===== src/rtl/sid_params.svh =====
// Constants for the bit-serial integrator datapath
//
// How it works
// - Y carry sets when clear, Y bit one, dy register and step all true.
// - Y carry clears on carry with zero Y and dy, except at last data slot.
// - At last data slot the Y end carry is suppressed unless both bits overflow.
// - New Y sum one at final slot under run gate flags overflow and halts.
// - New Y bit is written back under run gate; true and inverse go to gating.
// - Gating passes new Y for positive dx, its inverse for negative dx.
// - Servo flop sets on dx with new Y and step, holds until step falls.
// - R adder sum is written back under run gate; last-slot carry is increment.
// - R carry sets on first-bit marker before step for negative dx.
// - R carry sets when R and gated increment are both one, except last slot.
// - R carry clears unconditionally at the last data slot of every word.
// - R carry clears during step when R and gated increment are both zero.
// - R end carry makes the increment and never raises the halting overflow.
// - Increment held in exist and sign flops, also sent out unmultiplied.
// - Increment flops show the result one word after its computation began.
// - Scaled increment is K, inverted K, or zero; true and inverse forms out.
// - r adds scaled increment; end carry sets output exist; sum written back.
// - z carry sets at once for a negative increment, forming twos complement.
// - z carry clears for positive or absent increment and on zero bits at end.
// - dy bit is dy register output gated by step; Y circulates on its line.
// - dx sign and exist flops supply a plus or minus one dx per word.
`ifndef SID_PARAMS_SVH
`define SID_PARAMS_SVH

// ****************************************
// Bit timing
// ****************************************
`define SID_CLK_NS       4
`define SID_BIT_TIME_NS  32
`define SID_BIT_CYCLES   (`SID_BIT_TIME_NS / `SID_CLK_NS)

// ****************************************
// APB map
// ****************************************
`define SID_CTRL_ADDR    12'h000
`define SID_STATUS_ADDR  12'h004
`define SID_CTRL_RUN     0
`define SID_STAT_HALT    0
`define SID_STAT_DZE     1
`define SID_STAT_DZS     2
`define SID_STAT_OUTE    3
`define SID_STAT_SERVO   4
`define SID_CTRL_RST     1'b0

`endif


===== src/rtl/sid_pkg.sv =====
// Types shared by the integrator datapath
`default_nettype none
package sid_pkg;

  // Drum and control lines as they arrive from the host
  typedef struct packed {
    logic y_bit;
    logic big_r_bit;
    logic small_r_bit;
    logic k_bit;
    logic first_bit_marker_line;
    logic bit_slot_last_data;
    logic bit_slot_final;
    logic run_gate;
    logic dy_out_ff;
    logic compute_step_ff;
    logic dx_exist_ff;
    logic dx_sign_ff;
  } sid_drum_in_s;

  // Bits written back to the drum lines, with the write gate
  typedef struct packed {
    logic y_bit;
    logic big_r_bit;
    logic small_r_bit;
    logic write_en;
  } sid_drum_out_s;

  // Integrator increment
  typedef struct packed {
    logic exist;
    logic sign;
  } sid_incr_s;

endpackage : sid_pkg
`default_nettype wire


===== src/rtl/sid_datapath.sv =====
// Bit-serial integrator datapath with APB status and control
//
// Decided for this implementation: the placing of the registers and register access over APB.
`include "sid_params.svh"
`default_nettype none
module sid_datapath
  import sid_pkg::*;
#(
  parameter int BIT_CYCLES = `SID_BIT_CYCLES
) (
  input  wire logic         pclk,
  input  wire logic         presetn,
  input  wire logic         psel,
  input  wire logic         penable,
  input  wire logic         pwrite,
  input  wire logic [11:0]  paddr,
  input  wire logic [31:0]  pwdata,
  output logic [31:0]       prdata,
  output logic              pready,
  output logic              pslverr,
  input  wire sid_drum_in_s drum_in,
  output sid_drum_out_s     drum_out,
  output logic              bit_tick,
  output logic              y_new_sum,
  output logic              y_new_sum_n,
  output logic              gated_increment,
  output logic              servo_enable_ff,
  output sid_incr_s         dz_ff,
  output logic              dz_strobe,
  output logic              scaled_dz,
  output logic              scaled_dz_n,
  output logic              output_exist_ff,
  output logic              overflow_pulse,
  output logic              halted
);

  // ****************************************
  // Input synchroniser
  // ****************************************
  sid_drum_in_s sync1_reg;
  sid_drum_in_s sync2_reg;

  always_ff @(posedge pclk or negedge presetn) begin
    if (!presetn) begin
      sync1_reg <= '0;
      sync2_reg <= '0;
    end else begin
      sync1_reg <= drum_in;
      sync2_reg <= sync1_reg;
    end
  end

  // ****************************************
  // Bit time divider
  // ****************************************
  // One enable pulse per drum bit time; the host presents one
  // bit of every line per such period.
  logic [15:0] div_reg;
  logic [15:0] div_next;
  logic        tick;

  assign tick     = (div_reg == 16'(BIT_CYCLES - 1));
  assign div_next = tick ? 16'h0000 : div_reg + 16'h0001;

  always_ff @(posedge pclk or negedge presetn) begin
    if (!presetn) begin
      div_reg  <= 16'h0000;
      bit_tick <= 1'b0;
    end else begin
      div_reg  <= div_next;
      bit_tick <= tick;
    end
  end

  // ****************************************
  // Control and status registers
  // ****************************************
  logic run_en_reg;
  logic halt_reg;

  wire  d_y     = sync2_reg.y_bit;
  wire  d_bigr  = sync2_reg.big_r_bit;
  wire  d_smr   = sync2_reg.small_r_bit;
  wire  d_k     = sync2_reg.k_bit;
  wire  d_first = sync2_reg.first_bit_marker_line;
  wire  d_last  = sync2_reg.bit_slot_last_data;
  wire  d_final = sync2_reg.bit_slot_final;
  wire  d_step  = sync2_reg.compute_step_ff;
  wire  d_dxe   = sync2_reg.dx_exist_ff;
  wire  d_dxs   = sync2_reg.dx_sign_ff;

  // Halt freezes every adder until software clears it
  wire  go      = sync2_reg.run_gate & run_en_reg & ~halt_reg;
  wire  step_en = tick & go;

  // ****************************************
  // Y plus dy adder
  // ****************************************
  logic y_carry_ff;

  wire dy_bit   = sync2_reg.dy_out_ff & d_step;
  wire yn_comb  = d_y ^ dy_bit ^ y_carry_ff;
  wire yc_set   = ~y_carry_ff & d_y & dy_bit;
  // Outside the last slot a carry meeting two zeros is spent
  wire yc_clr_n = ~d_last & y_carry_ff & ~d_y & ~dy_bit;
  // At the last slot only a real overflow of both bits survives
  wire yc_clr_l = d_last & ~(d_y & dy_bit);
  wire yc_next  = yc_set | (y_carry_ff & ~yc_clr_n & ~yc_clr_l);
  wire ovf_hit  = yn_comb & d_final & go;

  // ****************************************
  // Gating by dx
  // ****************************************
  // Negative dx takes the ones complement; the low-order one is
  // injected into the R carry at the first bit.
  wire gi_comb  = d_step & d_dxe & (d_dxs ? ~yn_comb : yn_comb);
  wire se_next  = ~d_step ? 1'b0 :
                  (servo_enable_ff | (d_dxe & yn_comb));

  // ****************************************
  // R plus gated increment adder
  // ****************************************
  // R holds a positive remainder preloaded with one half by
  // software, so no sign handling is needed here.
  logic r_carry_ff;
  logic r_end_carry_reg;
  logic r_end_sign_reg;

  wire rn_comb   = d_bigr ^ gi_comb ^ r_carry_ff;
  wire rc_cout   = (d_bigr & gi_comb) | (r_carry_ff & (d_bigr | gi_comb));
  wire rc_set_tc = d_dxe & d_dxs & ~d_step & d_first;
  wire rc_set_ad = ~d_last & d_bigr & gi_comb;
  wire rc_clr    = d_step & ~d_bigr & ~gi_comb;
  wire rc_hold   = (rc_set_tc | rc_set_ad | (r_carry_ff & ~rc_clr));
  wire rc_next   = ~d_last & rc_hold;

  // ****************************************
  // Increment and scaling by K
  // ****************************************
  logic z_carry_ff;

  wire sdz_comb  = dz_ff.exist & (dz_ff.sign ? ~d_k : d_k);
  wire srn_comb  = d_smr ^ sdz_comb ^ z_carry_ff;
  wire zc_cout   = (d_smr & sdz_comb) | (z_carry_ff & (d_smr | sdz_comb));
  // Increment that will be committed at the end of this word
  wire inc_exist = r_end_carry_reg | servo_enable_ff;
  wire inc_sign  = r_end_sign_reg;
  wire zc_end0   = d_last & go & ~d_smr & ~sdz_comb;
  wire zc_norm   = ~d_last & (zc_cout | (z_carry_ff & sdz_comb & d_smr));
  wire zc_next   = d_final ? (inc_exist & inc_sign) :
                   (zc_end0 ? 1'b0 : zc_norm);

  // ****************************************
  // Serial state
  // ****************************************
  always_ff @(posedge pclk or negedge presetn) begin
    if (!presetn) begin
      y_carry_ff      <= 1'b0;
      servo_enable_ff <= 1'b0;
      r_carry_ff      <= 1'b0;
      z_carry_ff      <= 1'b0;
    end else if (step_en) begin
      y_carry_ff      <= yc_next;
      servo_enable_ff <= se_next;
      r_carry_ff      <= rc_next;
      z_carry_ff      <= zc_next;
    end
  end

  // End carry of R is captured at the last slot, not routed to halt
  always_ff @(posedge pclk or negedge presetn) begin
    if (!presetn) begin
      r_end_carry_reg <= 1'b0;
      r_end_sign_reg  <= 1'b0;
    end else if (step_en && d_last) begin
      r_end_carry_reg <= rc_cout;
      r_end_sign_reg  <= gi_comb;
    end
  end

  // Increment flops change at the end of the word, so they are
  // read during the following word.
  always_ff @(posedge pclk or negedge presetn) begin
    if (!presetn) begin
      dz_ff     <= '0;
      dz_strobe <= 1'b0;
    end else begin
      dz_strobe <= step_en & d_final;
      if (step_en && d_final) begin
        dz_ff.exist <= inc_exist;
        dz_ff.sign  <= inc_exist & inc_sign;
      end
    end
  end

  // Output exist stands for one bit time after the last slot
  always_ff @(posedge pclk or negedge presetn) begin
    if (!presetn) begin
      output_exist_ff <= 1'b0;
    end else if (step_en) begin
      output_exist_ff <= d_last & zc_cout;
    end
  end

  // ****************************************
  // Drum write-back and serial outputs
  // ****************************************
  always_ff @(posedge pclk or negedge presetn) begin
    if (!presetn) begin
      drum_out        <= '0;
      y_new_sum       <= 1'b0;
      y_new_sum_n     <= 1'b1;
      gated_increment <= 1'b0;
      scaled_dz       <= 1'b0;
      scaled_dz_n     <= 1'b1;
    end else if (tick) begin
      drum_out.write_en    <= go;
      drum_out.y_bit       <= yn_comb;
      drum_out.big_r_bit   <= rn_comb;
      drum_out.small_r_bit <= srn_comb;
      y_new_sum            <= yn_comb;
      y_new_sum_n          <= ~yn_comb;
      gated_increment      <= gi_comb;
      scaled_dz            <= sdz_comb;
      scaled_dz_n          <= ~sdz_comb;
    end
  end

  // ****************************************
  // Overflow and halt
  // ****************************************
  wire apb_setup = psel & ~penable;
  wire apb_acc   = psel & penable;
  wire hit_ctrl  = (paddr == `SID_CTRL_ADDR);
  wire hit_stat  = (paddr == `SID_STATUS_ADDR);
  wire wr_ctrl   = apb_acc & pwrite & hit_ctrl;
  wire wr_stat   = apb_acc & pwrite & hit_stat;
  wire halt_clr  = wr_stat & pwdata[`SID_STAT_HALT];
  wire ovf_set   = step_en & ovf_hit;

  // A new overflow in the clearing cycle keeps the flag set
  always_ff @(posedge pclk or negedge presetn) begin
    if (!presetn) begin
      halt_reg       <= 1'b0;
      overflow_pulse <= 1'b0;
    end else begin
      overflow_pulse <= ovf_set;
      halt_reg       <= ovf_set | (halt_reg & ~halt_clr);
    end
  end

  assign halted = halt_reg;

  // ****************************************
  // APB slave
  // ****************************************
  // Zero wait states; read data is sampled in the setup cycle.
  logic [31:0] rd_mux;
  logic [31:0] stat_word;

  assign stat_word = {27'h0, servo_enable_ff, output_exist_ff,
                      dz_ff.sign, dz_ff.exist, halt_reg};
  assign rd_mux    = hit_ctrl ? {31'h0, run_en_reg} :
                     hit_stat ? stat_word : 32'h00000000;
  assign pready    = 1'b1;
  assign pslverr   = apb_acc & ~hit_ctrl & ~hit_stat;

  always_ff @(posedge pclk or negedge presetn) begin
    if (!presetn) begin
      run_en_reg <= `SID_CTRL_RST;
      prdata     <= 32'h00000000;
    end else begin
      if (wr_ctrl) begin
        run_en_reg <= pwdata[`SID_CTRL_RUN];
      end
      if (apb_setup && !pwrite) begin
        prdata <= rd_mux;
      end
    end
  end

endmodule // sid_datapath
`default_nettype wire


===== config.mk =====
export PLATFORM = sky130hd
export DESIGN_NAME = sid_datapath
export DESIGN_NICKNAME = d
export VERILOG_FILES = /design/src/rtl/sid_pkg.sv /design/src/rtl/sid_datapath.sv
export VERILOG_INCLUDE_DIRS = /design/src /design/src/rtl
export SDC_FILE = /design/constraint.sdc
export NUM_CORES = 1
export LEC_CHECK = 0
export BUFFER_PORTS_ARGS = -buffer_cell sky130_fd_sc_hd__buf_4
export CAP_MARGIN = 15
export CORE_MARGIN = 4
export CORE_UTILIZATION = 48
export DETAILED_ROUTE_END_ITERATION = 8
export GPL_ROUTABILITY_DRIVEN = 1
export PLACE_DENSITY = 0.85
export SLEW_MARGIN = 30
export SYNTH_ARGS = -nofsm -noshare
export SYNTH_HDL_FRONTEND = slang
export SYNTH_SLANG_ARGS = --single-unit
export TNS_END_PERCENT = 50

===== constraint.sdc =====
create_clock -name pclk -period 3.3 [get_ports pclk]
set_clock_uncertainty 0.15 [all_clocks]
set_input_delay 0.165 -clock pclk [delete_from_list [all_inputs] [get_ports pclk]]
set_output_delay 0.165 -clock pclk [all_outputs]
set_load 0.05 [all_outputs]

==> results of run 1 <==
==> final cells by class <==
class / count / share of cell area
Clock inverter: 5 / 0.0147
Timing Repair Buffer: 66 / 0.149
Sequential cell: 67 / 0.470
Multi-Input combinational cell: 162 / 0.292
Inverter: 8 / 0.00841
Tap cell: 75 / 0.0263
Clock buffer: 11 / 0.0396
==> cell families after synthesis <==
kind of cell    Yosys count  share of synthesized area
compound gates           26                     0.0622
xor+xnor                 18                     0.0601
fa+ha+maj                 4                     0.0225
buf+inv                  41                     0.0938
flops                    67                      0.580
mux                       5                     0.0203
other cells               2                    0.00259
simple gates             81                      0.159
==> worst max-delay path: cells and delay by family, from the launching register on <==
kind / cells / cell delay, ns
and+or+nand+nor: 2 / 0.33
buffers and inverters: 1 / 0.08
xor gates and xnor gates: 1 / 0.42
DFF: 1 / 0.44
adders and majority gates: 2 / 0.76
muxes: 1 / 0.27
==> metal layers <==
metal  part of all wire  vias up  wire length, um  GRT usage
met2               0.51       64             2680      0.243
met5                  0        -                0          0
li1                   -      927                -          -
met1               0.41      966             2150      0.188
met3              0.057       13              298     0.0327
met4              0.025        0              134     0.0863
==> power groups by stage <==
stage	Sequential, mW	Combinational, mW	Clock [mW]
detailed placement	0.870	0.178	0
global placement	0.869	0.176	0
finish	0.855	0.191	0.649
global route	0.857	0.204	0.703
floorplan	0.886	0.128	0
CTS	0.854	0.192	0.665
==> through the flow <==
step / cells / power [mW] / utilization
after global placement: 364 / 1.05 / 0.550
after CTS: 394 / 1.71 / 0.607
final: 394 / 1.70 / 0.607
after detailed placement: 364 / 1.05 / 0.550
after global routing: 394 / 1.76 / 0.607
after floorplan: 270 / 1.01 / -
==> final timing paths <==
kind / from / to / slack, ns
max: d_step / r_end_carry_reg / 0.74
min: paddr[2] / halted / 0.03
max in group asynchronous: presetn / y_carry_ff / 2.15
min reg2reg: sync1_reg[2] / d_step / 0.20
min in group asynchronous: presetn / div_reg[10] / 0.29
max reg2reg: d_step / r_end_carry_reg / 0.74
==> cell usage in the layout, fill, tap and decap left out, types with 9 or more instances in the layout <==
master         instances
clkbuf_8              10
dfrtp_1               65
nand2_1               21
dlygate4sd3_1         14
nand3_1               11
xor2_1                 9
conb_1                28
nor3_1                 9
buf_4                 52
==> out/metrics.csv, run 1 <==
metric;value;unit
Int Pwr;1.26;mW
Worst-path clk slew;0.07;ns
register area share after synthesis;0.580;
CORE AREA;0.00589;mm^2
Switching Share;0.255;
fin crit period;2.56;ns
Die H;85.7;um
final setup violation count;0;
Synth Flop Type;dfrtp_1;
register area;0.00168;mm^2
Num CTS Buffers;9;
endpoint type of the worst setup path;flop;
port bufs;52;
number of remaining DRC errors;0;
number of core rows;28;
run status;finished, final reports clean;
Post-DP HPWL;3730;um
Post-synth EDFFs;0;
fraction of registers with async set/reset;1.00;
setup bufs post-CTS;0;
Initial Util;0.492;
cell count of the worst hold path;4;
Worst EP arrival;2.63;ns
Die ar.;0.00734;mm^2
area post-placement;0.00324;mm^2
Post-CTS Hold Fix Bufs;14;
drt initial violations;126;
n_diodes;0;
Synth Area per Inst;11.9;um^2
Synth cell types;46;
initial antenna violation count;0;
clock sinks;67;
worst r2r path cells;7;
first-pass GRT wire length;8560;um
IO Count;112;
DR vias;1970;
combinational group share of total power;0.113;
fill count;476;
PwrDens;475;mW/mm^2
vias per cell;5.00;
CTS tree;yes;
Avg WL per Cell;13.3;um
fin worst setup slack;0.738;ns
crit path launch type;flop;
Clock Power Share;0.383;
leak pwr;1.75;nW
CP Class;flop to flop;
final WL;5260;um
post-CTS sizing;0;
Seq pwr share;0.504;
nets@finish;379;
router iterations before antenna repair;5;
Total GRT Usage;0.151;
clk buf depth;2;
yosys warns;0;
Clock Tree Root;clkbuf_8;
max FFs per register;16;
post-placement setup slack;0.773;ns
CP max stage delay;0.44;ns
unrepaired setup endpoints after global routing;no;
cell count after synthesis;244;
Final Instance Area;0.00357;mm^2
Yosys reg bits;67;
Switch Pwr;0.433;mW
worst slew pin tran;0.806;ns
share of cells above drive strength 1;0.254;
Worst-Skew Late Latency;0.33;ns
Max VDD drop;0.300;mV
most instantiated library cell after synthesis;dfrtp_1;
Worst Hold Class;primary input to flop;
Final TNS setup;0;ns
die span in x;85.7;um
area taken by multi-input logic gates;0.00104;mm^2
fin crit share;0.776;
hold_ws;0.0311;ns
peak fanout along the critical path;6;
share of the synthesized area in the top cell type;0.562;
GRT overflow;0;
Synth area leaders;dfrtp_1, buf_4, nand2_1, xor2_1, xnor2_1;
number of global-route vias before repair;1879;
Worst slew margin;0.463;
post-route ant nets;0;
Final GP Congestion;0.847;
Max Freq;0.390;GHz
worst-path cell chain;and2_1, ha_1, xor3_2, nand3_1, inv_1, fa_1, mux2_2;
Mapped Area;0.00290;mm^2
cell taking the most area after synthesis;dfrtp_1;
synth-to-layout area growth;23.3;%
H-tree depth;3;
max-cap violation count;0;
Worst EP required;3.37;ns
Hold Violations, Final;0;
Synth top cells by count;dfrtp_1, buf_4, nand2_1;
slowest stage cell, crit path;dfrtp_1;
largest net degree at the start of global routing;68;
count of pins over their slew limit;0;
No activity file was read; power rests on OpenSTA's default activity.
==> run 2: changes to the inputs <==
ABC_AREA = 1   (was not set)
CORE_UTILIZATION = 49   (was 48)
clock period = 2.65 ns   (was 3.3 ns; I/O delays follow)
==> run 2 against run 1 <==
  * Worst setup slack lost 0.36 ns
  * Clock power increased by 30%
  * Die area rose by 4.9%
  * Flip-flop and latch count stayed put
  * Via count up 20%
  * Critical path type unchanged
  * Largest cell class unchanged
  * Largest power group unchanged
==> out/metrics.csv, run 2 <==
metric;value;unit;change
met2 GRT Util;0.282;;+0.0393
Worst EP arrival;2.36;ns;-0.27 ns
post-route ant nets;0;;unchanged
Max Freq;0.440;GHz;+13%
first-pass GRT wire length;10100;um;+18%
clock sinks;67;;unchanged
Post-DP HPWL;4420;um;+18%
initial antenna violation count;0;;unchanged
Placed Instances;473;;+30%
Synth top cells by count;nand2_1, dfrtp_1, inv_1, nor2_1, buf_4;;
share of the synthesized area in the top cell type;0.522;;-0.0399
commonest non-fill, non-tap cells in the layout;nand2_1, dfrtp_1, buf_4;;
PwrDens;559;mW/mm^2;+18%
CP max stage delay;0.48;ns;+0.04 ns
drt initial violations;145;;+15%
CTS tree;yes;;
router iterations before antenna repair;4;;-1
max FFs per register;16;;unchanged
Worst-path clk slew;0.08;ns;about the same
crit path launch type;flop;;
number of global-route vias before repair;2275;;+21%
area taken by multi-input logic gates;0.00114;mm^2;+9.7%
leak pwr;2.05;nW;+17%
Yosys reg bits;67;;unchanged
die span in x;87.8;um;+2.4%
worst slew pin tran;0.808;ns;+0.00168 ns
Worst Hold Class;primary input to flop;;
GRT overflow;0;;unchanged
fin crit period;2.27;ns;-0.288 ns
Total GRT Usage;0.170;;+0.0187
synth-to-layout area growth;23.4;%;
max-cap violation count;0;;unchanged
Worst path most repeated cell;nand2_1;;
n_diodes;0;;unchanged
most instantiated library cell after synthesis;nand2_1;;
fill count;505;;+6.1%
vias per cell;4.67;;-6.5%
Overall Power;2.15;mW;+27%
final setup violation count;0;;unchanged
Cell Count, Final, Fillers Out;506;;+28%
hold_ws;0.0165;ns;-0.0146 ns
cell taking the most area after synthesis;dfrtp_1;;
slowest stage cell, crit path;fa_1;;
met3 usage;0.0630;;+0.0304
Mapped Area;0.00312;mm^2;+7.6%
unrepaired setup endpoints after global routing;no;;
DR vias;2365;;+20%
Final Instance Area;0.00385;mm^2;+7.8%
endpoint type of the worst setup path;flop;;
cell count after synthesis;349;;+43%
Synth area leaders;dfrtp_1, nand2_1, buf_4, inv_1, nor2_1;;
Num CTS Buffers;9;;unchanged
IO Count;112;;unchanged
largest net degree at the start of global routing;68;;unchanged
CORE AREA;0.00606;mm^2;+3.0%
Hold Violations, Final;0;;unchanged
Final TNS setup;0;ns;unchanged
Max VDD drop;0.448;mV;+49%
worst-path cell chain;nand2_1, inv_1, ha_1, inv_1, nand2_1, nand3_1, a21oi_1, fa_1, nand2_1, nand2_1;;
CP Class;flop to flop;;
Synth Area per Inst;8.93;um^2;-25%
Worst slew margin;0.462;;-0.00112
area post-placement;0.00348;mm^2;+7.5%
number of core rows;28;;unchanged
number of remaining DRC errors;0;;unchanged
nets@finish;491;;+30%
run status;finished, final reports clean;;
clk buf depth;2;;unchanged
register area share after synthesis;0.539;;-0.0412
peak fanout along the critical path;5;;-1
Worst-Skew Late Latency;0.35;ns;+0.02 ns
Clock Tree Root;clkbuf_8;;
share of cells above drive strength 1;0.202;;-0.0521
count of pins over their slew limit;0;;unchanged
Avg WL per Cell;11.9;um;-11%
register area;0.00168;mm^2;unchanged
Die ar.;0.00770;mm^2;+4.9%
met1 Track Usage GR;0.203;;+0.0153
layer with the highest usage;met2;;
port bufs;52;;unchanged
Synth Flop Type;dfrtp_1;;
Post-synth EDFFs;0;;unchanged
final WL;6040;um;+15%
Initial Util;0.514;;+0.0223
Worst EP required;2.74;ns;-0.63 ns
yosys warns;0;;unchanged
Synth cell types;31;;-33%
Final GP Congestion;0.924;;+9.1%
fraction of registers with async set/reset;1.00;;unchanged
Die H;87.8;um;+2.4%
H-tree depth;3;;unchanged
most common cell after layout, fill and taps aside;nand2_1;;
fin crit share;0.858;;+0.0816
run 2: path summary, 6_finish.rpt:
check	end	depth (start not counted)	slack (ns)	from
worst max-delay path	drum_out[2]	10	0.38	d_step
worst min-delay path	prdata[0]	6	0.02	paddr[3]
worst max register to register	drum_out[2]	10	0.38	d_step
worst min register to register	d_k	0	0.20	sync1_reg[8]
max in group asynchronous	sync1_reg[5]	2	1.55	presetn
min in group asynchronous	bit_tick	2	0.27	presetn
run 2: cell families after synthesis:
| logic type | share of synthesized area |
|---|---|
| AOI/OAI and AO/OA | 0.0361 |
| xor gates and xnor gates | 0.0281 |
| adders and majority gates | 0.0209 |
| buffers and inverters | 0.126 |
| DFF | 0.539 |
| other | 0.00241 |
| and+or+nand+nor | 0.248 |
run 2: critical path, delay by kind of cell (launching register included):
kind / cells / cell delay [ns]
simple gates: 5 / 0.43
flops: 1 / 0.42
compound gates: 1 / 0.26
fa+ha+maj: 2 / 0.79
buf+inv: 2 / 0.11
run 2: final cells by class:
type / count / area share
multi-input combinational: 238 / 0.297
clock buffer: 9 / 0.0322
timing repair buffer: 70 / 0.148
tap: 75 / 0.0244
sequential: 67 / 0.436
clock inverter: 7 / 0.0198
inverter: 40 / 0.0423
run 2: metrics by stage:
stage               setup WS [ns]   util
global placement            0.485  0.574
global route                0.196  0.635
finish                      0.376  0.635
detailed placement          0.426  0.574
CTS                         0.379  0.635
floorplan                   0.543      -
run 2: where the power goes:
part / switching (mW) / internal [mW]
Clock: 0.406 / 0.440
Sequential: 0.0130 / 1.05
Combinational: 0.176 / 0.0697
Total: 0.594 / 1.56
run 2: layer usage:
layer	up-vias	wire length, um
li1	1181	-
met1	1081	2480
met5	-	0
met2	89	2910
met3	14	524
met4	0	123
run 2: timing repair:
item	in CTS	in global routing
hold buffers	17	0
resized for setup	0	0
hold endpoints to repair	80	0
endpoints found under the setup margin	0	0
buffers inserted	0	0
